### config.mk
export PLATFORM = sky130hd
export DESIGN_NAME = lcp_monitor
export DESIGN_NICKNAME = d
export VERILOG_FILES = /design/src/rtl/lcp_pkg.sv /design/src/rtl/lcp_monitor.sv
export SDC_FILE = /design/constraint.sdc
export NUM_CORES = 1
export LEC_CHECK = 0
export ABC_AREA = 1
export BUFFER_PORTS_ARGS = -buffer_cell sky130_fd_sc_hd__buf_2
export CORE_ASPECT_RATIO = 1.2
export CORE_UTILIZATION = 39
export CTS_CLUSTER_SIZE = 10
export DETAILED_ROUTE_END_ITERATION = 10
export PLACE_DENSITY_LB_ADDON = 0.1
export SLEW_MARGIN = 20
export SYNTH_ARGS = -nofsm -noshare
export SYNTH_HDL_FRONTEND = slang
export SYNTH_SLANG_ARGS = --single-unit
export TNS_END_PERCENT = 30
### constraint.sdc
create_clock -name sys_clk_i -period 6.33 [get_ports sys_clk_i]
set_input_delay 0.9495 -clock sys_clk_i [delete_from_list [all_inputs] [get_ports sys_clk_i]]
set_output_delay 0.9495 -clock sys_clk_i [all_outputs]
set_load 0.02 [all_outputs]
### src/rtl/lcp_pkg.sv
// Package for the cell protection monitor: register map, field positions, reset values, timing.
// Assumes a 40 MHz system clock and a byte-wide register port from the host interface logic.
package lcp_pkg;
  localparam int unsigned CLK_HZ = 40_000_000;
  localparam int unsigned CLK_PERIOD_NS = 25;
  // Register byte addresses
  localparam logic [7:0] ADDR_PROT = 8'h00;
  localparam logic [7:0] ADDR_VOLT_MSB = 8'h0c;
  localparam logic [7:0] ADDR_VOLT_LSB = 8'h0d;
  localparam logic [7:0] ADDR_CUR_MSB = 8'h0e;
  localparam logic [7:0] ADDR_CUR_LSB = 8'h0f;
  localparam logic [7:0] ADDR_ACC_MSB = 8'h10;
  localparam logic [7:0] ADDR_ACC_LSB = 8'h11;
  localparam logic [7:0] ADDR_BIAS = 8'h33;
  // Protection register fields
  localparam int unsigned PB_OV = 7;
  localparam int unsigned PB_UV = 6;
  localparam int unsigned PB_COC = 5;
  localparam int unsigned PB_DOC = 4;
  localparam int unsigned PB_CC = 3;
  localparam int unsigned PB_DC = 2;
  localparam int unsigned PB_CE = 1;
  localparam int unsigned PB_DE = 0;
  localparam logic [7:0] BIAS_RESET = 8'h00;
  localparam logic CE_RESET = 1'b1;
  localparam logic DE_RESET = 1'b1;
  // Update periods and qualification delays
  localparam int unsigned VOLT_PERIOD_US = 3400;
  localparam int unsigned CUR_PERIOD_MS = 88;
  localparam int unsigned CUR_AVG_N = 128;
  localparam int unsigned VOLT_PERIOD_CYC = VOLT_PERIOD_US * (CLK_HZ / 1_000_000);
  localparam int unsigned CUR_PERIOD_CYC = CUR_PERIOD_MS * (CLK_HZ / 1000);
  localparam int unsigned SAMPLE_CYC = CUR_PERIOD_CYC / CUR_AVG_N;
  localparam int unsigned OVD_DEFAULT_US = 1000;
  localparam int unsigned UVD_DEFAULT_US = 100000;
  localparam int unsigned OCD_DEFAULT_US = 8000;
  localparam int unsigned SCD_DEFAULT_US = 100;
  localparam int unsigned OVD_CYC = OVD_DEFAULT_US * (CLK_HZ / 1_000_000);
  localparam int unsigned UVD_CYC = UVD_DEFAULT_US * (CLK_HZ / 1_000_000);
  localparam int unsigned OCD_CYC = OCD_DEFAULT_US * (CLK_HZ / 1_000_000);
  localparam int unsigned SCD_CYC = SCD_DEFAULT_US * (CLK_HZ / 1_000_000);
  // Overvoltage early release at sense value of -2 mV, 15.625 uV per step
  localparam logic signed [11:0] OV_RELEASE_CODE = -12'sd128;
  localparam logic signed [11:0] CUR_MAX = 12'sh7ff;
  localparam logic signed [11:0] CUR_MIN = -12'sh800;
  localparam logic [10:0] VOLT_MAX = 11'h3ff;
  typedef enum logic [1:0] {LCP_ACTIVE = 2'b00, LCP_SLEEP = 2'b01} lcp_mode_t;
endpackage : lcp_pkg

### src/rtl/lcp_monitor.sv
// Cell protection monitor: fault qualification, sticky flags, FET controls, measurement registers.
// Assumes comparator and ADC inputs are synchronous to sys_clk_i, and the host register port is
// a single-cycle byte read/write strobe interface.
`timescale 1ns/1ps
module lcp_monitor import lcp_pkg::*; #(
  parameter int unsigned OVD_CYCLES = OVD_CYC,
  parameter int unsigned UVD_CYCLES = UVD_CYC,
  parameter int unsigned OCD_CYCLES = OCD_CYC,
  parameter int unsigned SCD_CYCLES = SCD_CYC,
  parameter int unsigned VOLT_CYCLES = VOLT_PERIOD_CYC,
  parameter int unsigned SAMPLE_CYCLES = SAMPLE_CYC,
  parameter logic INTERNAL_RES = 1'b0
) (
  input wire logic sys_clk_i, // 40 MHz clock
  input wire logic nrst_i, // Async reset, active low
  input wire logic cell_over_i, // Cell above overvoltage threshold
  input wire logic cell_below_ce_i, // Cell below charge-enable threshold
  input wire logic cell_under_i, // Cell below undervoltage threshold
  input wire logic supply_ok_i, // Supply above 2.2V
  input wire logic charger_present_i, // Pack terminal above supply
  input wire logic oc_pos_i, // Filtered sense above +overcurrent threshold
  input wire logic oc_neg_i, // Filtered sense below -overcurrent threshold
  input wire logic short_i, // Unfiltered sense node above short threshold
  input wire logic pack_low_i, // Pack terminal below supply minus trip margin
  input wire logic pack_high_i, // Pack terminal above supply minus trip margin
  input wire logic wake_i, // Other wake source (power switch, host)
  input wire logic signed [11:0] sense_sample_i, // Differential sense conversion
  input wire logic sense_valid_i, // Conversion strobe
  input wire logic [15:0] gain_comp_i, // Resistor compensation gain, 1.15 unsigned
  input wire logic [10:0] volt_sample_i, // Cell voltage conversion, unsigned
  input wire logic [7:0] reg_addr_i, // Register byte address
  input wire logic [7:0] reg_wdata_i, // Write data
  input wire logic reg_wr_i, // Write strobe
  input wire logic reg_rd_i, // Read strobe
  output logic [7:0] reg_rdata_o, // Read data, valid cycle after strobe
  output logic charge_path_off_o, // Charge FET off, active high
  output logic discharge_path_off_o, // Discharge FET off, active high
  output logic pulldown_en_o, // Pack pulldown test current enable
  output logic pullup_en_o, // Pack pullup test current enable
  output logic sleep_o // Sleep mode
);
  // Refuse counts that the period and delay counters cannot serve
  if (SAMPLE_CYCLES < 1 || VOLT_CYCLES < 1 || OVD_CYCLES < 1 || UVD_CYCLES < 1 ||
      OCD_CYCLES < 1 || SCD_CYCLES < 1) begin : g_bad_count
    $error("lcp_monitor: counts must be at least one");
  end

  // Qualification delays: one counter per fault; both overcurrent comparators share one
  localparam int unsigned NQ = 4;
  localparam int unsigned QW = 32;
  logic [NQ-1:0] cond;
  logic [NQ-1:0] qual;
  assign cond = {short_i, oc_neg_i | oc_pos_i, cell_under_i, cell_over_i};
  genvar gi;
  generate
    for (gi = 0; gi < NQ; gi++) begin : g_qual
      localparam int unsigned LIM = (gi == 0) ? OVD_CYCLES : (gi == 1) ? UVD_CYCLES :
                                    (gi == 2) ? OCD_CYCLES : SCD_CYCLES;
      logic [QW-1:0] cnt_reg;
      logic [QW-1:0] cnt_next;
      always_comb begin
        cnt_next = '0;
        if (cond[gi] && cnt_reg < QW'(LIM)) begin
          cnt_next = cnt_reg + 32'd1;
        end else if (cond[gi]) begin
          cnt_next = cnt_reg;
        end
      end
      always_ff @(posedge sys_clk_i or negedge nrst_i) begin
        if (!nrst_i) begin
          cnt_reg <= '0;
        end else begin
          cnt_reg <= cnt_next;
        end
      end
      assign qual[gi] = cond[gi] && cnt_reg >= QW'(LIM);
    end
  endgenerate

  // Protection state: sticky flags, active conditions, enables, sleep
  logic ov_flag_reg, uv_flag_reg, coc_flag_reg, doc_flag_reg;
  logic ov_flag_next, uv_flag_next, coc_flag_next, doc_flag_next;
  logic ov_act_reg, coc_act_reg, doc_act_reg;
  logic ov_act_next, coc_act_next, doc_act_next;
  logic ce_reg, de_reg, ce_next, de_next;
  lcp_mode_t mode_reg, mode_next;
  logic cc_next, dc_next, pd_next, pu_next;
  logic prot_wr;
  logic signed [11:0] cur_reg;
  assign prot_wr = reg_wr_i && reg_addr_i == ADDR_PROT;

  always_comb begin
    ov_act_next = ov_act_reg;
    coc_act_next = coc_act_reg;
    doc_act_next = doc_act_reg;
    mode_next = mode_reg;
    ce_next = prot_wr ? reg_wdata_i[PB_CE] : ce_reg;
    de_next = prot_wr ? reg_wdata_i[PB_DE] : de_reg;
    // Host writes 0 to clear a flag; a new event in the same cycle wins
    ov_flag_next = (ov_flag_reg & ~(prot_wr & ~reg_wdata_i[PB_OV]));
    uv_flag_next = (uv_flag_reg & ~(prot_wr & ~reg_wdata_i[PB_UV]));
    coc_flag_next = (coc_flag_reg & ~(prot_wr & ~reg_wdata_i[PB_COC]));
    doc_flag_next = (doc_flag_reg & ~(prot_wr & ~reg_wdata_i[PB_DOC]));
    if (mode_reg == LCP_ACTIVE) begin
      if (qual[0]) begin
        ov_act_next = 1'b1;
        ov_flag_next = 1'b1;
      end else if (ov_act_reg && (cell_below_ce_i || cur_reg <= OV_RELEASE_CODE)) begin
        ov_act_next = 1'b0;
      end
      if (qual[2] && oc_pos_i) begin
        coc_act_next = 1'b1;
        coc_flag_next = 1'b1;
      end else if (coc_act_reg && pack_low_i) begin
        coc_act_next = 1'b0;
      end
      if ((qual[2] && oc_neg_i) || qual[3]) begin
        doc_act_next = 1'b1;
        doc_flag_next = 1'b1;
      end else if (doc_act_reg && pack_high_i) begin
        doc_act_next = 1'b0;
      end
      if (qual[1]) begin
        uv_flag_next = 1'b1;
        mode_next = LCP_SLEEP;
      end
    end else if (supply_ok_i && (charger_present_i || wake_i)) begin
      // Every wake source waits for a healthy supply, so a flat cell is not loaded early
      mode_next = LCP_ACTIVE;
      ce_next = 1'b1;
      de_next = 1'b1;
      ov_act_next = 1'b0;
      coc_act_next = 1'b0;
      doc_act_next = 1'b0;
    end
    // Sleep covers undervoltage shutdown of both paths
    dc_next = (mode_next == LCP_SLEEP) | coc_act_next | doc_act_next | ~de_next;
    cc_next = (mode_next == LCP_SLEEP) | ov_act_next | coc_act_next | ~ce_next;
    pd_next = coc_act_next && mode_next == LCP_ACTIVE;
    pu_next = doc_act_next && mode_next == LCP_ACTIVE;
  end

  always_ff @(posedge sys_clk_i or negedge nrst_i) begin
    if (!nrst_i) begin
      ov_flag_reg <= 1'b0;
      uv_flag_reg <= 1'b0;
      coc_flag_reg <= 1'b0;
      doc_flag_reg <= 1'b0;
      ov_act_reg <= 1'b0;
      coc_act_reg <= 1'b0;
      doc_act_reg <= 1'b0;
      ce_reg <= CE_RESET;
      de_reg <= DE_RESET;
      mode_reg <= LCP_ACTIVE;
      charge_path_off_o <= ~CE_RESET;
      discharge_path_off_o <= ~DE_RESET;
      pulldown_en_o <= 1'b0;
      pullup_en_o <= 1'b0;
      sleep_o <= 1'b0;
    end else begin
      ov_flag_reg <= ov_flag_next;
      uv_flag_reg <= uv_flag_next;
      coc_flag_reg <= coc_flag_next;
      doc_flag_reg <= doc_flag_next;
      ov_act_reg <= ov_act_next;
      coc_act_reg <= coc_act_next;
      doc_act_reg <= doc_act_next;
      ce_reg <= ce_next;
      de_reg <= de_next;
      mode_reg <= mode_next;
      charge_path_off_o <= cc_next;
      discharge_path_off_o <= dc_next;
      pulldown_en_o <= pd_next;
      pullup_en_o <= pu_next;
      sleep_o <= (mode_next == LCP_SLEEP);
    end
  end

  // Measurement path: bias, compensation, 128-average, saturation, accumulator
  logic [7:0] bias_reg, bias_next;
  logic signed [18:0] sum_reg, sum_next;
  logic [6:0] n_reg, n_next;
  logic signed [11:0] cur_next;
  logic signed [23:0] acc_reg, acc_next;
  logic [10:0] volt_reg, volt_next;
  logic [31:0] vcnt_reg, vcnt_next;
  logic signed [12:0] corr;
  logic signed [29:0] scaled;
  logic [7:0] acc_lsb_hold_reg, acc_lsb_hold_next;

  // Clamp to the signed 12-bit range instead of wrapping
  function automatic logic signed [11:0] sat12(input logic signed [12:0] v);
    if (v > 13'(CUR_MAX)) begin
      return CUR_MAX;
    end else if (v < 13'(CUR_MIN)) begin
      return CUR_MIN;
    end
    return v[11:0];
  endfunction : sat12

  always_comb begin
    corr = 13'(sense_sample_i) - 13'(signed'(bias_reg));
    // Internal resistor: scale to 0.625 mA units with trimmed gain
    scaled = 30'(corr) * $signed({1'b0, gain_comp_i});
    sum_next = sum_reg;
    n_next = n_reg;
    cur_next = cur_reg;
    acc_next = acc_reg;
    if (sense_valid_i && mode_reg == LCP_ACTIVE) begin
      // Positive sense adds, negative subtracts, for average and accumulator
      sum_next = sum_reg + 19'(INTERNAL_RES ? sat12(13'(scaled >>> 15)) : sat12(corr));
      n_next = n_reg + 7'd1;
      if (n_reg == 7'h7f) begin
        cur_next = sat12(13'((sum_next) >>> 7));
        sum_next = '0;
        // Add the fresh average itself; the running sum has just been cleared
        acc_next = acc_reg + 24'(cur_next);
      end
    end
    if (reg_wr_i && reg_addr_i == ADDR_ACC_MSB) begin
      acc_next = {reg_wdata_i, acc_lsb_hold_reg, 8'h00};
    end
    acc_lsb_hold_next = (reg_wr_i && reg_addr_i == ADDR_ACC_LSB) ? reg_wdata_i : acc_lsb_hold_reg;
    bias_next = (reg_wr_i && reg_addr_i == ADDR_BIAS) ? reg_wdata_i : bias_reg;
    vcnt_next = (vcnt_reg >= VOLT_CYCLES - 1) ? '0 : vcnt_reg + 32'd1;
    volt_next = volt_reg;
    if (vcnt_reg >= VOLT_CYCLES - 1 && mode_reg == LCP_ACTIVE) begin
      volt_next = (volt_sample_i > VOLT_MAX) ? VOLT_MAX : volt_sample_i;
    end
  end

  always_ff @(posedge sys_clk_i or negedge nrst_i) begin
    if (!nrst_i) begin
      bias_reg <= BIAS_RESET;
      sum_reg <= '0;
      n_reg <= '0;
      cur_reg <= '0;
      acc_reg <= '0;
      acc_lsb_hold_reg <= '0;
      volt_reg <= '0;
      vcnt_reg <= '0;
    end else begin
      bias_reg <= bias_next;
      sum_reg <= sum_next;
      n_reg <= n_next;
      cur_reg <= cur_next;
      acc_reg <= acc_next;
      acc_lsb_hold_reg <= acc_lsb_hold_next;
      volt_reg <= volt_next;
      vcnt_reg <= vcnt_next;
    end
  end

  // Register read mux; unmapped addresses read zero
  logic [7:0] rd_next;
  logic [15:0] v16, c16;
  always_comb begin
    v16 = {volt_reg[9:0], 6'h00};
    c16 = {cur_reg, 4'h0};
    rd_next = 8'h00;
    if (reg_rd_i) begin
      unique case (reg_addr_i)
        ADDR_PROT: rd_next = {ov_flag_reg, uv_flag_reg, coc_flag_reg, doc_flag_reg,
                              charge_path_off_o, discharge_path_off_o, ce_reg, de_reg};
        ADDR_VOLT_MSB: rd_next = v16[15:8];
        ADDR_VOLT_LSB: rd_next = v16[7:0];
        ADDR_CUR_MSB: rd_next = c16[15:8];
        ADDR_CUR_LSB: rd_next = c16[7:0];
        ADDR_ACC_MSB: rd_next = acc_reg[23:16];
        ADDR_ACC_LSB: rd_next = acc_reg[15:8];
        ADDR_BIAS: rd_next = bias_reg;
        default: rd_next = 8'h00;
      endcase
    end
  end

  always_ff @(posedge sys_clk_i or negedge nrst_i) begin
    if (!nrst_i) begin
      reg_rdata_o <= 8'h00;
    end else begin
      reg_rdata_o <= rd_next;
    end
  end
endmodule : lcp_monitor

==> out/qor.csv <==
stage,metric,value,unit
clock_tree,cts_tree,done,
cells_and_area,layout_common_cells,"nand2_1, inv_1, dfrtp_1",
sta,finClkSkew,0.0102,ns
clock_tree,insertion_delay,0.53,ns
logic_synthesis,postSynthAreaPerCell,8.08,sq um
cells_and_area,largest_register_ffs,128,
sta,setup_viol_count_final,0,
drt,wl,39700,um
global_route,grt_pass1_wl,64500,um
power,combinationalPowerShare,42.6,%
setup_path,critPathMaxStageDelay,0.40,ns
sta,finalHoldViolCount,0,
cells_and_area,fin_util,45.6,%
clock_tree,clkSlewWorstSetupHoldPaths,0.06,ns
sta,min_period_over_period,91.4,%
sta,min_period,5.79,ns
clock_tree,ctsResizeCount,0,
floorplan,die_area,39600,sq um
setup_path,setup.worst_path.end_class,flop,
drt,drc,0,
clock_tree,cts_hold_buf,0,
drt,ant_nets,0,
cells_and_area,nets,2146,
cells_and_area,fin_area,17300,sq um
floorplan,die_x,182,um
drt,wl_per_cell,15.8,um
logic_synthesis,synth_flop_cell,dfrtp_1,
cells_and_area,area_growth,14.6,%
placed_design,gp_congestion,0.881,
setup_path,crit_type,in -> reg,
clock_tree,cts_sinks,272,
logic_synthesis,seq_area_frac_synth,45.0,%
power,p_seq_share,30.8,%
logic_synthesis,synth.distinct_cells,67,
global_route,track_usage,20.7,%
power,p_switching,2.64,mW
placed_design,port_buffers,67,
cells_and_area,n_fill_cell,3866,
logic_synthesis,yosysWarnings,0,
sta,max_slew_margin,39.9,%
power,power_density,392,nW/um^2
clock_tree,cts.path.max_buffers,3,
outcome,status,"finished, final reports clean",
sta,rsz0062_at_grt,false,
power,peakVddDrop,0.000194,V
sta,tns,0,ns
setup_path,critPathSlowestCell,fa_1,
cells_and_area,layout_commonest_cell,nand2_1,
sta,tightest_slew,0.901,ns
floorplan,ios,84,
power,fin_total_pwr,6.79,mW
setup_path,crit_path_max_fanout,11,
placed_design,dp_hpwl,29900,um
logic_synthesis,syn_inst,1873,
global_route,grt_max_degree,142,
placed_design,dpl_cell_area,16300,sq um
global_route,grt_pass1_vias,12275,
setup_path,startpoint_type,input pin,
floorplan,core-area,38100,sq um
clock_tree,post-cts-setup-buffer-count,0,
clock_tree,htreeDepth,2,
logic_synthesis,syn_area,15100,sq um
clock_tree,clockRootBuffer,clkbuf_16,
sta,fin_ws,0.543,ns
sta,max_freq,173,MHz
drt,vias,12589,
power,p_leak,8.69,nW
logic_synthesis,synth_edf_count,0,
power,power_switching_share,38.8,%
drt,via_per_inst,5.02,
job,maxCapViolCount,0,
setup_path,worst-endpoint-required,6.74,ns
power,pwr-share-clk,26.6,%
global_route,antenna_found_initial,2,
logic_synthesis,ys_seq_elements,272,
global_route,grt.overflow.total,0,
placed_design,place_ws,-0.0204,ns
hold_path,hold_class,in -> async,
logic_synthesis,async_flop_share,100,%
cells_and_area,drive_gt1_share,10.6,%
clock_tree,numCtsBuffers,34,
floorplan,die_h,218,um
drt,drtPass1Iterations,6,
setup_path,crit_arrival,6.19,ns
drt,initialDrtViolationCount,791,
floorplan,initial_core_util,39.8,%
floorplan,row_count,78,
power,p_int,4.15,mW
sta,drv_slew,0,
## path summary, 6_finish.rpt
check	startpoint	end	slack (ns)	cells past startpoint
setup / recovery	sense_sample_i[0]	acc_reg[19]$_DFFE_PN0P_	0.54	30
hold / removal	nrst_i	sum_reg[4]$_DFFE_PN0P_	0.37	1
setup reg to reg	bias_reg[0]$_DFFE_PN0P_	acc_reg[19]$_DFFE_PN0P_	0.56	28
hold reg to reg	g_qual[0].cnt_reg[25]$_DFFE_PN0P_	g_qual[0].cnt_reg[25]$_DFFE_PN0P_	0.45	2
max in group asynchronous	nrst_i	g_qual[3].cnt_reg[26]$_DFFE_PN0P_	4.66	2
min in group sys_clk_i	g_qual[0].cnt_reg[25]$_DFFE_PN0P_	g_qual[0].cnt_reg[25]$_DFFE_PN0P_	0.45	2
## cell families after synthesis
family                   Yosys count  share of synthesized area (%)
AND/OR/NAND/NOR                  797                           23.9
AO/OA/AOI/OAI                    347                           13.1
buffers and inverters            321                           8.19
flip-flops                       272                           45.0
adder cells (fa/ha/maj)           71                           6.02
XOR/XNOR                          64                           3.70
other                              1                         0.0248
## worst max-delay path: cells and delay by family
kind | cells | cell delay, ns
buf+inv | 3 | 0.23
fa+ha+maj | 4 | 1.31
compound gates | 11 | 2.17
simple gates | 12 | 1.51
## per-layer routing
layer / track usage (%) / share of wire, %
met1: 26.4 / 45
met2: 35.9 / 49
met3: 3.32 / 4.4
met4: 5.88 / 2.3
met5: 0 / 0
## layout make-up
class                           instances  area (sq um)  share of cell area (%)
Antenna cell                            3          7.51                  0.0433
Clock buffer                           54           977                    5.63
Clock inverter                          4          41.3                   0.238
Inverter                              295          1110                    6.43
Multi-Input combinational cell       1293          7130                    41.1
Sequential cell                       272          6810                    39.3
Tap cell                              480           601                    3.46
Timing Repair Buffer                  108           666                    3.84
## cell usage after synthesis, drive strengths merged, types with 20 or more instances
master,n,area [sq um]
nor2,185,791
dfrtp,270,6760
inv,293,1110
nand4,40,256
a21oi,100,504
nand3,89,470
ha,68,851
xor2,48,420
nor4,20,125
nand2,391,1520
o21ai,149,761
nor3,49,304
o22ai,31,194
## power groups by stage
stage | sequential [mW] | clock [mW] | combinational [mW]
5_1_grt | 2.11 | 1.95 | 3.27
3_3_place_gp | 2.11 | 0 | 2.88
4_1_cts | 2.09 | 1.88 | 2.91
3_5_place_dp | 2.11 | 0 | 2.88
2_1_floorplan | 2.07 | 0 | 1.88
6_report | 2.09 | 1.81 | 2.90
## stage by stage
step / hold slack [ns] / instances
floorplan: 0.425 / 1886
global route: 0.396 / 2506
CTS: 0.374 / 2506
global placement: 0.436 / 2448
detailed placement: 0.442 / 2448
finish: 0.367 / 2509
Note: power is estimated with default switching activity, not from simulation.
